File: src/design/tcs_pkg.sv
// Summary of operation
// Combination strap wins, else formatted strap.
// Unit type restricted to mode's transports.
// Streaming mode serves four independent drives.
// Shift to streaming when buffer sustains.
// Formatted mode uses formatter address zero.
// Combination maps units 0,3 streaming, 1,2 formatted.
// Formatter select high for start/stop units.
// Density handled per unit in all modes.
// Reset strap holds coupler in reset.
// Respond only at enabled unit addresses.
// Write data latched on chosen strobe edge.
// Vector straps give bits 8..2, step 4.
// Fixed strap forces unit 0 vector 224.
// Range select: standard or jumpered alternate.
// Unit bases step 4 from range start.
package tcs_pkg;
    typedef enum logic [1:0] {TCS_STREAMING, TCS_FORMATTED, TCS_COMBINATION} tcs_mode_t;
    localparam logic [17:0] TCS_RANGE_STD = 18'o772520;
    localparam logic [17:0] TCS_RANGE_ALT_G = 18'o772440;
    localparam logic [17:0] TCS_RANGE_ALT_H = 18'o776300;
    localparam logic [17:0] TCS_RANGE_ALT_J = 18'o777460;
    localparam logic [17:0] TCS_UNIT_STEP = 18'o4;
    localparam logic [8:0] TCS_FIXED_VECTOR = 9'o224;
    localparam logic [8:0] TCS_VECTOR_STEP = 9'o4;
    localparam logic [7:0] TCS_STREAM_THRESHOLD = 8'h40;
    localparam int TCS_UNITS = 4;
    // APB register byte offsets, then the control register reset value
    localparam logic [7:0] TCS_REG_STATUS = 8'h00;
    localparam logic [7:0] TCS_REG_CTRL = 8'h04;
    localparam logic [7:0] TCS_REG_VECT01 = 8'h08;
    localparam logic [7:0] TCS_REG_VECT23 = 8'h0c;
    localparam logic [7:0] TCS_REG_DENS = 8'h10;
    localparam logic [7:0] TCS_REG_WDATA = 8'h14;
    localparam logic [7:0] TCS_REG_ADDR = 8'h18;
    localparam logic [7:0] TCS_REG_FILL = 8'h1c;
    localparam logic [7:0] TCS_CTRL_RESET = 8'h00;
endpackage

File: src/design/tcs_strap_if.sv
`timescale 1ns/1ns
// Synchronised strap set shared by top and decoder
interface tcs_strap_if;
    logic combination;
    logic formatted;
    logic fixed_vector;
    logic [6:0] vector_bits;
    logic standard_range;
    logic alternate_range;
    logic [2:0] range_jumper;
    logic [3:0] unit_enable;
    modport src (output combination, formatted, fixed_vector, vector_bits,
        standard_range, alternate_range, range_jumper, unit_enable);
    modport dst (input combination, formatted, fixed_vector, vector_bits,
        standard_range, alternate_range, range_jumper, unit_enable);
endinterface

File: src/design/tcs_sync3.sv
`timescale 1ns/1ns
module tcs_sync3 #(
    parameter int W = 1
) (
    // Clock and reset
    input wire logic pclk,
    input wire logic presetn,
    // Async in, filtered out
    input wire logic [W-1:0] async_in,
    output logic [W-1:0] sync_out
);
    logic [W-1:0] s1_q;
    logic [W-1:0] s2_q;
    logic [W-1:0] s3_q;
    logic [W-1:0] out_q;
    // Change accepted once stages two and three agree
    always_ff @(posedge pclk or negedge presetn) begin
        if (!presetn) begin
            s1_q <= '0;
            s2_q <= '0;
            s3_q <= '0;
            out_q <= '0;
        end else begin
            s1_q <= async_in;
            s2_q <= s1_q;
            s3_q <= s2_q;
            out_q <= (s2_q == s3_q) ? s3_q : out_q;
        end
    end
    assign sync_out = out_q;
endmodule

File: src/design/tcs_decode.sv
`timescale 1ns/1ns
module tcs_decode
    import tcs_pkg::*;
(
    // Straps
    tcs_strap_if.dst st,
    // Decoded configuration
    output tcs_mode_t mode,
    output logic [17:0] range_base,
    output logic range_valid,
    output logic [8:0] vec0,
    output logic [8:0] vec1,
    output logic [8:0] vec2,
    output logic [8:0] vec3
);
    logic [8:0] vbase;
    // Mode select
    assign mode = st.combination ? TCS_COMBINATION :
                  (st.formatted ? TCS_FORMATTED : TCS_STREAMING);
    // Range select; both straps on is invalid
    assign range_valid = st.standard_range ^ st.alternate_range;
    assign range_base = st.standard_range ? TCS_RANGE_STD :
                        st.range_jumper[0] ? TCS_RANGE_ALT_G :
                        st.range_jumper[1] ? TCS_RANGE_ALT_H : TCS_RANGE_ALT_J;
    // Vectors
    assign vbase = {st.vector_bits, 2'b00};
    assign vec0 = st.fixed_vector ? TCS_FIXED_VECTOR : vbase;
    assign vec1 = 9'(vbase + TCS_VECTOR_STEP);
    assign vec2 = 9'(vbase + 9'(2 * TCS_VECTOR_STEP));
    assign vec3 = 9'(vbase + 9'(3 * TCS_VECTOR_STEP));
endmodule

File: src/design/tcs_coupler.sv
// Our own choices: the APB slave port and the register offsets.
`timescale 1ns/1ns
module tcs_coupler
    import tcs_pkg::*;
(
    // APB
    input wire logic pclk,
    input wire logic presetn,
    input wire logic psel,
    input wire logic penable,
    input wire logic pwrite,
    input wire logic [7:0] paddr,
    input wire logic [31:0] pwdata,
    output logic [31:0] prdata,
    output logic pready,
    output logic pslverr,
    // Straps
    input wire logic coupler_reset_strap,
    input wire logic formatted_select_strap,
    input wire logic combination_select_strap,
    input wire logic [6:0] vector_strap,
    input wire logic unit0_fixed_vector_strap,
    input wire logic standard_range_strap,
    input wire logic alternate_range_strap,
    input wire logic [2:0] range_jumper,
    input wire logic [3:0] unit_enable_strap,
    input wire logic write_strobe_edge_strap,
    // Host bus address probe
    input wire logic [17:0] bus_addr,
    output logic bus_hit,
    output logic [1:0] bus_unit,
    // Transport side
    input wire logic write_strobe,
    input wire logic [7:0] transport_wdata,
    input wire logic [1:0] sel_unit,
    output logic formatter_address_select,
    output logic [1:0] transport_address,
    output logic streaming_cmd,
    output logic unit_allowed,
    output logic [1:0] unit_density,
    output logic [8:0] interrupt_vector_value,
    output logic coupler_held
);
    tcs_strap_if st();
    tcs_mode_t mode;
    logic [17:0] range_base;
    logic range_valid;
    logic [8:0] vec [TCS_UNITS];
    logic [2:0] sync_misc;
    logic [7:0] twd_sync;
    logic [1:0] su_sync;
    logic ws_s1_q, ws_s2_q, ws_s3_q, ws_prev_q;
    logic [7:0] wdata_q;
    logic [7:0] fill_q;
    logic [7:0] fill_wr;
    logic [7:0] density_q;
    logic [1:0] ctrl_q;
    logic [3:0] hit_vec;
    logic [1:0] hit_idx;
    logic strobe_rise, strobe_fall, latch_ev;
    logic unit_is_stream, unit_is_fmt;
    logic apb_wr, apb_rd, addr_ok;
    logic soft_reset;
    logic [31:0] rd_mux;
    logic [31:0] prdata_q;

    // Strap and transport input synchronisers
    tcs_sync3 #(.W(3)) u_sync_misc (
        .pclk(pclk),
        .presetn(presetn),
        .async_in({coupler_reset_strap, write_strobe_edge_strap, unit0_fixed_vector_strap}),
        .sync_out(sync_misc)
    );
    tcs_sync3 #(.W(18)) u_sync_cfg (
        .pclk(pclk),
        .presetn(presetn),
        .async_in({combination_select_strap, formatted_select_strap, vector_strap,
                   standard_range_strap, alternate_range_strap, range_jumper,
                   unit_enable_strap}),
        .sync_out({st.combination, st.formatted, st.vector_bits, st.standard_range,
                   st.alternate_range, st.range_jumper, st.unit_enable})
    );
    tcs_sync3 #(.W(10)) u_sync_tp (
        .pclk(pclk),
        .presetn(presetn),
        .async_in({transport_wdata, sel_unit}),
        .sync_out({twd_sync, su_sync})
    );
    assign st.fixed_vector = sync_misc[0];

    tcs_decode u_dec (
        .st(st),
        .mode(mode),
        .range_base(range_base),
        .range_valid(range_valid),
        .vec0(vec[0]),
        .vec1(vec[1]),
        .vec2(vec[2]),
        .vec3(vec[3])
    );

    // Held in reset by strap or software
    assign soft_reset = sync_misc[2] | ctrl_q[0];
    assign coupler_held = soft_reset;

    // Per-unit address compare
    genvar gi;
    generate
        for (gi = 0; gi < TCS_UNITS; gi++) begin : g_unit
            assign hit_vec[gi] = range_valid && st.unit_enable[gi] && !soft_reset &&
                (bus_addr == 18'(range_base + 18'(gi) * TCS_UNIT_STEP));
        end
    endgenerate
    assign hit_idx = hit_vec[3] ? 2'd3 : hit_vec[2] ? 2'd2 : hit_vec[1] ? 2'd1 : 2'd0;
    assign bus_hit = |hit_vec;
    assign bus_unit = hit_idx;

    // Unit type by mode
    assign unit_is_stream = (mode == TCS_STREAMING) ||
        (mode == TCS_COMBINATION && (su_sync == 2'd0 || su_sync == 2'd3));
    assign unit_is_fmt = (mode == TCS_FORMATTED) ||
        (mode == TCS_COMBINATION && (su_sync == 2'd1 || su_sync == 2'd2));
    assign unit_allowed = !soft_reset && (unit_is_stream || unit_is_fmt);
    assign formatter_address_select = !soft_reset && mode == TCS_COMBINATION &&
        unit_is_fmt;
    assign transport_address = su_sync;
    assign interrupt_vector_value = vec[su_sync];
    assign unit_density = density_q[2*su_sync +: 2];

    // Write strobe edges
    assign strobe_rise = ws_s2_q && ws_s3_q && !ws_prev_q;
    assign strobe_fall = !ws_s2_q && !ws_s3_q && ws_prev_q;
    assign latch_ev = sync_misc[1] ? strobe_rise : strobe_fall;

    // Strobe sampling, data latch
    always_ff @(posedge pclk or negedge presetn) begin
        if (!presetn) begin
            ws_s1_q <= 1'b0;
            ws_s2_q <= 1'b0;
            ws_s3_q <= 1'b0;
            ws_prev_q <= 1'b0;
            wdata_q <= 8'h00;
        end else begin
            ws_s1_q <= write_strobe;
            ws_s2_q <= ws_s1_q;
            ws_s3_q <= ws_s2_q;
            if (ws_s2_q == ws_s3_q) begin
                ws_prev_q <= ws_s3_q;
            end
            if (soft_reset) begin
                wdata_q <= 8'h00;
            end else if (latch_ev) begin
                wdata_q <= twd_sync;
            end
        end
    end

    // Stream shift once buffer sustains rate
    assign streaming_cmd = !soft_reset && unit_is_stream &&
        (fill_q >= TCS_STREAM_THRESHOLD);

    // APB decode
    assign apb_wr = psel && penable && pwrite;
    // Read captured in setup cycle, so prdata comes from a flop
    assign apb_rd = psel && !penable && !pwrite;
    assign addr_ok = paddr[1:0] == 2'b00 && paddr <= TCS_REG_FILL;
    assign pready = 1'b1;
    assign pslverr = psel && penable && !addr_ok;
    assign fill_wr = pwdata[7:0];

    // Read mux
    assign rd_mux = (paddr == TCS_REG_STATUS) ? {24'h0, range_valid, soft_reset,
                        streaming_cmd, formatter_address_select, 2'(mode), hit_idx} :
                    (paddr == TCS_REG_CTRL) ? {30'h0, ctrl_q} :
                    (paddr == TCS_REG_VECT01) ? {7'h0, vec[1], 7'h0, vec[0]} :
                    (paddr == TCS_REG_VECT23) ? {7'h0, vec[3], 7'h0, vec[2]} :
                    (paddr == TCS_REG_DENS) ? {24'h0, density_q} :
                    (paddr == TCS_REG_WDATA) ? {24'h0, wdata_q} :
                    (paddr == TCS_REG_ADDR) ? {14'h0, range_base} :
                    (paddr == TCS_REG_FILL) ? {24'h0, fill_q} : 32'h0;

    // Register writes
    always_ff @(posedge pclk or negedge presetn) begin
        if (!presetn) begin
            ctrl_q <= 2'(TCS_CTRL_RESET);
            density_q <= 8'h00;
            fill_q <= 8'h00;
            prdata_q <= 32'h0;
        end else begin
            if (apb_rd) begin
                prdata_q <= addr_ok ? rd_mux : 32'h0;
            end
            if (sync_misc[2]) begin
                fill_q <= 8'h00;
            end else if (apb_wr && paddr == TCS_REG_FILL) begin
                fill_q <= fill_wr;
            end
            if (apb_wr && paddr == TCS_REG_CTRL) begin
                ctrl_q <= pwdata[1:0];
            end
            if (apb_wr && paddr == TCS_REG_DENS) begin
                density_q <= pwdata[7:0];
            end
        end
    end
    assign prdata = prdata_q;

    // Checks
    property p_mode_comb;
        @(posedge pclk) disable iff (!presetn) st.combination |-> mode == TCS_COMBINATION;
    endproperty
    a_mode_comb: assert property (p_mode_comb) else $error("mode not combination");
    property p_fad;
        @(posedge pclk) disable iff (!presetn)
        (mode == TCS_COMBINATION && !soft_reset && su_sync inside {2'd1, 2'd2})
        |-> formatter_address_select;
    endproperty
    a_fad: assert property (p_fad) else $error("formatter select missing");
    property p_fad_low;
        @(posedge pclk) disable iff (!presetn)
        mode != TCS_COMBINATION |-> !formatter_address_select;
    endproperty
    a_fad_low: assert property (p_fad_low) else $error("formatter address nonzero");
    property p_hit_en;
        @(posedge pclk) disable iff (!presetn) bus_hit |-> st.unit_enable[bus_unit];
    endproperty
    a_hit_en: assert property (p_hit_en) else $error("hit on disabled unit");
    property p_fixed;
        @(posedge pclk) disable iff (!presetn) st.fixed_vector |-> vec[0] == TCS_FIXED_VECTOR;
    endproperty
    a_fixed: assert property (p_fixed) else $error("fixed vector wrong");
    property p_vstep;
        @(posedge pclk) disable iff (!presetn) vec[2] == 9'(vec[1] + 9'd4);
    endproperty
    a_vstep: assert property (p_vstep) else $error("vector step wrong");
    property p_held;
        @(posedge pclk) disable iff (!presetn) soft_reset |-> !bus_hit && !streaming_cmd;
    endproperty
    a_held: assert property (p_held) else $error("active while held");
    property p_latch;
        @(posedge pclk) disable iff (!presetn)
        (latch_ev && !soft_reset) |=> wdata_q == $past(twd_sync);
    endproperty
    a_latch: assert property (p_latch) else $error("write data not latched");
    property p_stream;
        @(posedge pclk) disable iff (!presetn)
        (fill_q < TCS_STREAM_THRESHOLD) |-> !streaming_cmd;
    endproperty
    a_stream: assert property (p_stream) else $error("early stream shift");
    // Mode from the formatted strap when combination is off
    property p_mode_fmt;
        @(posedge pclk) disable iff (!presetn)
        (!st.combination && st.formatted) |-> mode == TCS_FORMATTED;
    endproperty
    a_mode_fmt: assert property (p_mode_fmt) else $error("mode not formatted");
    property p_mode_stream;
        @(posedge pclk) disable iff (!presetn)
        (!st.combination && !st.formatted) |-> mode == TCS_STREAMING;
    endproperty
    a_mode_stream: assert property (p_mode_stream) else $error("mode not streaming");
    // Streaming units in combination mode keep select low
    property p_fad_stream;
        @(posedge pclk) disable iff (!presetn)
        (mode == TCS_COMBINATION && su_sync inside {2'd0, 2'd3})
        |-> !formatter_address_select;
    endproperty
    a_fad_stream: assert property (p_fad_stream) else $error("select on stream unit");
    // Every unit served while running
    property p_allowed;
        @(posedge pclk) disable iff (!presetn) !soft_reset |-> unit_allowed;
    endproperty
    a_allowed: assert property (p_allowed) else $error("unit refused");
    // Both range straps on gives no response
    property p_range_both;
        @(posedge pclk) disable iff (!presetn)
        (st.standard_range && st.alternate_range) |-> !bus_hit;
    endproperty
    a_range_both: assert property (p_range_both) else $error("hit with both ranges");
    // Unit 0 vector from straps when not fixed
    property p_vec0_free;
        @(posedge pclk) disable iff (!presetn)
        !st.fixed_vector |-> vec[0] == {st.vector_bits, 2'b00};
    endproperty
    a_vec0_free: assert property (p_vec0_free) else $error("unit 0 vector wrong");
    // Held coupler keeps data latch clear; fill cleared only while the reset strap holds
    property p_held_wdata;
        @(posedge pclk) disable iff (!presetn) soft_reset |=> wdata_q == 8'h00;
    endproperty
    a_held_wdata: assert property (p_held_wdata) else $error("data latch not cleared");
    property p_held_fill;
        @(posedge pclk) disable iff (!presetn) sync_misc[2] |=> fill_q == 8'h00;
    endproperty
    a_held_fill: assert property (p_held_fill) else $error("fill not cleared");
    // Shift to streaming once fill reaches threshold
    property p_stream_on;
        @(posedge pclk) disable iff (!presetn)
        (!soft_reset && unit_is_stream && fill_q >= TCS_STREAM_THRESHOLD) |-> streaming_cmd;
    endproperty
    a_stream_on: assert property (p_stream_on) else $error("stream shift missing");
    // Main scenarios
    c_fixed: cover property (@(posedge pclk) st.fixed_vector && bus_hit);
    c_lead: cover property (@(posedge pclk) sync_misc[1] && latch_ev);
    c_comb: cover property (@(posedge pclk) formatter_address_select);
    c_hit: cover property (@(posedge pclk) bus_hit);
    c_stream: cover property (@(posedge pclk) streaming_cmd);
endmodule

File: config.mk
export PLATFORM = sky130hd
export DESIGN_NAME = tcs_coupler
export DESIGN_NICKNAME = d
export VERILOG_FILES = /design/src/design/tcs_pkg.sv /design/src/design/tcs_strap_if.sv /design/src/design/tcs_sync3.sv /design/src/design/tcs_decode.sv /design/src/design/tcs_coupler.sv
export SDC_FILE = /design/constraint.sdc
export NUM_CORES = 1
export LEC_CHECK = 0
export BUFFER_PORTS_ARGS = -buffer_cell sky130_fd_sc_hd__buf_4
export CAP_MARGIN = 10
export CELL_PAD_IN_SITES_DETAIL_PLACEMENT = 1
export CELL_PAD_IN_SITES_GLOBAL_PLACEMENT = 1
export CORE_UTILIZATION = 30
export DETAILED_ROUTE_END_ITERATION = 16
export HOLD_SLACK_MARGIN = 0.12
export PLACE_DENSITY_LB_ADDON = 0.1
export SYNTH_ARGS = -nofsm -noshare
export SYNTH_HDL_FRONTEND = slang
export SYNTH_HIERARCHICAL = 1
export SYNTH_SLANG_ARGS = --single-unit
File: constraint.sdc
create_clock -name pclk -period 3.9 [get_ports pclk]
set_input_delay 0.78 -clock pclk [delete_from_list [all_inputs] [get_ports pclk]]
set_output_delay 0.78 -clock pclk [all_outputs]
set_load 0.01 [all_outputs]
# == Word-level counts from Yosys, hierarchy flattened ==
# Index checks and enable logic that the tools add are counted.
# totals
out_inout_bits,54
in_bits,95
elab_cells,131
ff_bits,186
# op_classes
add_sub_neg,6
n_mux,26
n_eq_ne,20
shifts,1
n_bitwise,3
magnitude_cmp,3
n_reduce_logical,51
# op_table
operator,count
$mux 25,5
$eq 18x18->1,5
$mux 18,5
$mux 8,5
$add 18x4->18 const B,2
$eq 8x5->1 const B,4
$logic_and 1x1->1,32
$mux 9,3
$add 18x3->18 const B,1
$add 9x4->9 const B,2
$bmux 9 s2,1
$eq 8x4->1 const B,2
$eq 10x10->1,1
$mux 10,1
$add 9x3->9 const B,1
$eq 8x3->1 const B,1
$ge 8x7->1 const B,1
$le 8x5->1 const B,1
$logic_not 8->1,1
$shiftx 8x4->2,1
$logic_not 1->1,7
$eq 2x2->1 const B,3
$logic_not 2->1,3
$mux 2,3
11 further kinds,19

# == Longest topological paths before layout ==
# depth
word_depth,11
ltp_mapped,11
depth_no_buf,10

# == By module ==
# Netlist, hierarchy kept.
# by_module_without_submodules
mod,cells_each,area_per_inst_um2,instances,seq_area_each_um2
tcs_coupler,483,4377.9,1,1376.3
tcs_sync3 (u_sync_cfg),115,2273.4,1,1801.7
tcs_sync3 (u_sync_tp),63,1226.2,1,1001.0
tcs_decode,81,553.0,1,0.0
tcs_sync3 (u_sync_misc),22,380.4,1,300.3

# == Worst setup path before layout ==
# Ideal clock, no wire load.
# synth_timing
kind,register to output
startpoint,"register u_sync_cfg.out_q[8], in the netlist u_sync_cfg/sync_out[8]"
endpoint,output port bus_hit
stages_incl_launch_ff,11
arrival_time_ns,2.726
setup_slack_ns,0.394
required_time_ns,3.120
path_cell_list,dfrtp_1 > nor2_1 > and2_1 > inv_1 > xnor2_1 > o21ai_0 > a21oi_1 > nand4_1 > or4_1 > o21ai_1 > a211o_1
# synth_between
elab_chain_cells,5
word_cells_on_any_way,22
# synth_lines
element,line,rtl
start: declaration,tcs_sync3.sv:15,logic [W-1:0] out_q;
start signal: assignment,tcs_sync3.sv:27,out_q <= (s2_q == s3_q) ? s3_q : out_q;
$mux 18 *,tcs_decode.sv:22,assign range_base = st.standard_range ? TCS_RANGE_STD :
net range_base[11],tcs_coupler.sv:46,logic [17:0] range_base;
$add 18x3->18 / $add 18x4->18 (equally long branches),tcs_coupler.sv:111,(bus_addr == 18'(range_base + 18'(gi) * TCS_UNIT_STEP));
$eq 18x18->1,tcs_coupler.sv:111,
$logic_and 1x1->1,tcs_coupler.sv:110,assign hit_vec[gi] = range_valid && st.unit_enable[gi] && !soft_reset &&
$reduce_or 4->1 *,tcs_coupler.sv:115,assign bus_hit = |hit_vec;
end: declaration,tcs_coupler.sv:30,"output logic bus_hit,"
# Mark *: on every way through the listed nets, which the timed path passes. The rest lies on a longest branch.

# == Worst setup path after layout ==
# layout_timing
startpoint,"register u_sync_cfg.out_q[8], in the netlist u_sync_cfg/sync_out[8]"
endpoint,output port bus_unit[1]
# layout_between
elab_chain_cells,6
word_cells_on_any_way,14
# layout_lines
element,line,rtl
$mux 18 *,tcs_decode.sv:22,
net range_base[4],tcs_coupler.sv:46,
$add 18x4->18,tcs_coupler.sv:111,
$eq 18x18->1,tcs_coupler.sv:111,
$logic_and 1x1->1,tcs_coupler.sv:110,
$mux 2,tcs_coupler.sv:114,assign hit_idx = hit_vec[3] ? 2'd3 : hit_vec[2] ? 2'd2 : hit_vec[1] ? 2'd1 : 2'd0;
$mux 2 *,tcs_coupler.sv:114,
end: declaration,tcs_coupler.sv:31,"output logic [1:0] bus_unit,"
# Marked as above.

==> results.toml <==
[worst_setup_path]
endpoint_kind = "primary output"
crit_path_start_kind = "register"
r2r_slack_ns = 1.22
cp.required_ns = 3.12
worstSetupPathType = "register to primary output"
critical_path_peak_fanout = 5
cp.buffers_inverters = 4
path_delay_family = "buffers and inverters"
path_common_cell = "buf_4"
crit_chain = "buf_4, o21bai_4, ha_1, xor2_1, nand3_2, a2111oi_4, buf_4, nand4_1, nor4_2, buf_4, a21o_1, buf_4"
slowest_delay_ns = 0.41
arrival_ns = 3.00
slowest_stage = "dfrtp_1"

[global_routing]
grt_max_degree = 86
grt_pass1_vias = 6681
grt_antenna_before_repair = 0
grt_overflow = 0
grt_first_pass_wirelength_um = 40300
grt_util_all_layers_pct = 17.7

[pwr]
power_density_nw_per_um2 = 390
leakagePower_nw = 4.84
power_w = 0.00419
ir_drop_mv = 0.253

[sta]
worstMarginPinSlew_ns = 0.988
setup_violations = 0
min_period_over_period_pct = 96.9
final-hold-violation-count = 0
drv_slew = 0
fin_crit_ns = 3.78
max_freq_mhz = 265
hold_slack_ns = 0.345
max_slew_margin_pct = 33.7
tns_ns = 0
rsz0062_at_grt = "no"
fin_worst_skew_ns = 0.0162

[cells_and_area]
post-route-util_pct = 37.4
layout-drive-gt1-share_pct = 29.5
antenna_cells = 0
areaGrowthSynthToFinish_pct = 22.4
final_cell_mix = "dfrtp_1, buf_4, nand2_1, xnor2_1, nor2_1"
fill_cells = 3141
final_common_cell = "dfrtp_1"
final_nets = 988

[flow_run]
max_cap_viol_count = 0

[clock_network]
clk_pin_slew_worst_paths_ns = 0.08
cts_buffer_depth = 2
cts_buffers = 17
clock_sinks = 178
worst_skew_pair.late_latency_ns = 0.44
htreeDepth = 4
cts_tree = "built"
root_buffer = "clkbuf_16"
postCtsHoldBufs = 0

[detailed_routing]
route.detailed.drc = 0
ant_nets = 0
num_vias = 6273
wl_per_cell_um = 20.0
wl_um = 25500
drt_first_pass_iters = 5
via_per_inst = 4.90
drt_first_iter_violations = 431

[logic_synthesis]
yosysWarnings = 6
syn_inst = 762
syn_area_um2 = 8770
syn_area_per_cell_um2 = 11.5

[placed_design]
portBuffers = 114
dp_hpwl_um = 19600
gp_congestion = 0.804

[floorplan]
core_area_um2 = 28700
dieWidth_um = 173
io_pins = 149
die_area_um2 = 29900
start_util_pct = 30.6
dieHeight_um = 173
row_count = 62

[min_path]
min_path_type = "register to register"

[outcome]
outcome = "complete, no violations"
[cell type report]
class	count	area [µm²]	area share, %
Sequential cell	178	4450	41.5
Clock buffer	17	425	3.96
Inverter	26	97.6	0.908
Tap cell	384	480	4.47
Timing Repair Buffer	142	1080	10.1
Multi-Input combinational cell	517	4040	37.6
Clock inverter	15	165	1.54
[state kept, by name (all words and copies together) (netlist names), 8 cells and up]
| signal | count |
|---|---|
| density_q | 8 |
| fill_q | 8 |
| prdata | 25 |
| u_sync_cfg/s1_q | 18 |
| u_sync_cfg/s2_q | 18 |
| u_sync_cfg/s3_q | 18 |
| u_sync_cfg/sync_out | 17 |
| u_sync_tp/s1_q | 10 |
| u_sync_tp/s2_q | 10 |
| u_sync_tp/s3_q | 10 |
| u_sync_tp/sync_out | 10 |
| wdata_q | 8 |
[worst reg2reg max path: cells and delay by family, from the launching register on]
family          cells  cell delay (ns)
compound gates      4             0.74
xor+xnor            1             0.17
fa+ha+maj           1             0.30
buf+inv             3             0.50
flops               1             0.41
simple gates        3             0.46
[metal layers]
layer	global-route usage [%]	up-vias	part of all wire, %
li1	-	2908	-
met4	4.65	0	1.2
met5	0	-	0
met2	29.0	133	48
met3	2.64	18	3.6
met1	24.3	3214	47
[timing repair]
action | in CTS | in global routing
cloned | 0 | 0
setup buffers | 1 | 3
resized for setup | 12 | 8
endpoints found under the setup margin | 3 | 3
pin swaps | 7 | 9
[metrics by stage]
| stage | area (µm²) | std cells | setup WS (ns) |
|---|---|---|---|
| floorplan | 8860 | 785 | 0.394 |
| global placement | 10000 | 1243 | 0.0886 |
| detailed placement | 10000 | 1243 | 0.0308 |
| CTS | 10700 | 1276 | 0.0322 |
| global route | 10700 | 1279 | 0.0186 |
| finish | 10700 | 1279 | 0.120 |
[report_power, final]
group | switching [W] | internal, W | total [W] | leakage (nW)
registers | 0.0000593 | 0.00192 | 0.00197 | 2.25
logic | 0.000294 | 0.000212 | 0.000506 | 2.30
clock network | 0.000849 | 0.000861 | 0.00171 | 0.290
[final timing paths]
kind	start	end	cells after the start
worst max register to register	u_sync_cfg/sync_out[8]	prdata[1]	12
worst max-delay path	u_sync_cfg/sync_out[8]	bus_unit[1]	12
max in group asynchronous	presetn	u_sync_tp/s1_q[8]	2
worst min-delay path	u_sync_tp/s1_q[8]	u_sync_tp/s2_q[8]	0
worst min register to register	u_sync_tp/s1_q[8]	u_sync_tp/s2_q[8]	0
min in group asynchronous	presetn	density_q[3]	1
Power figures use the tool's default switching activity.
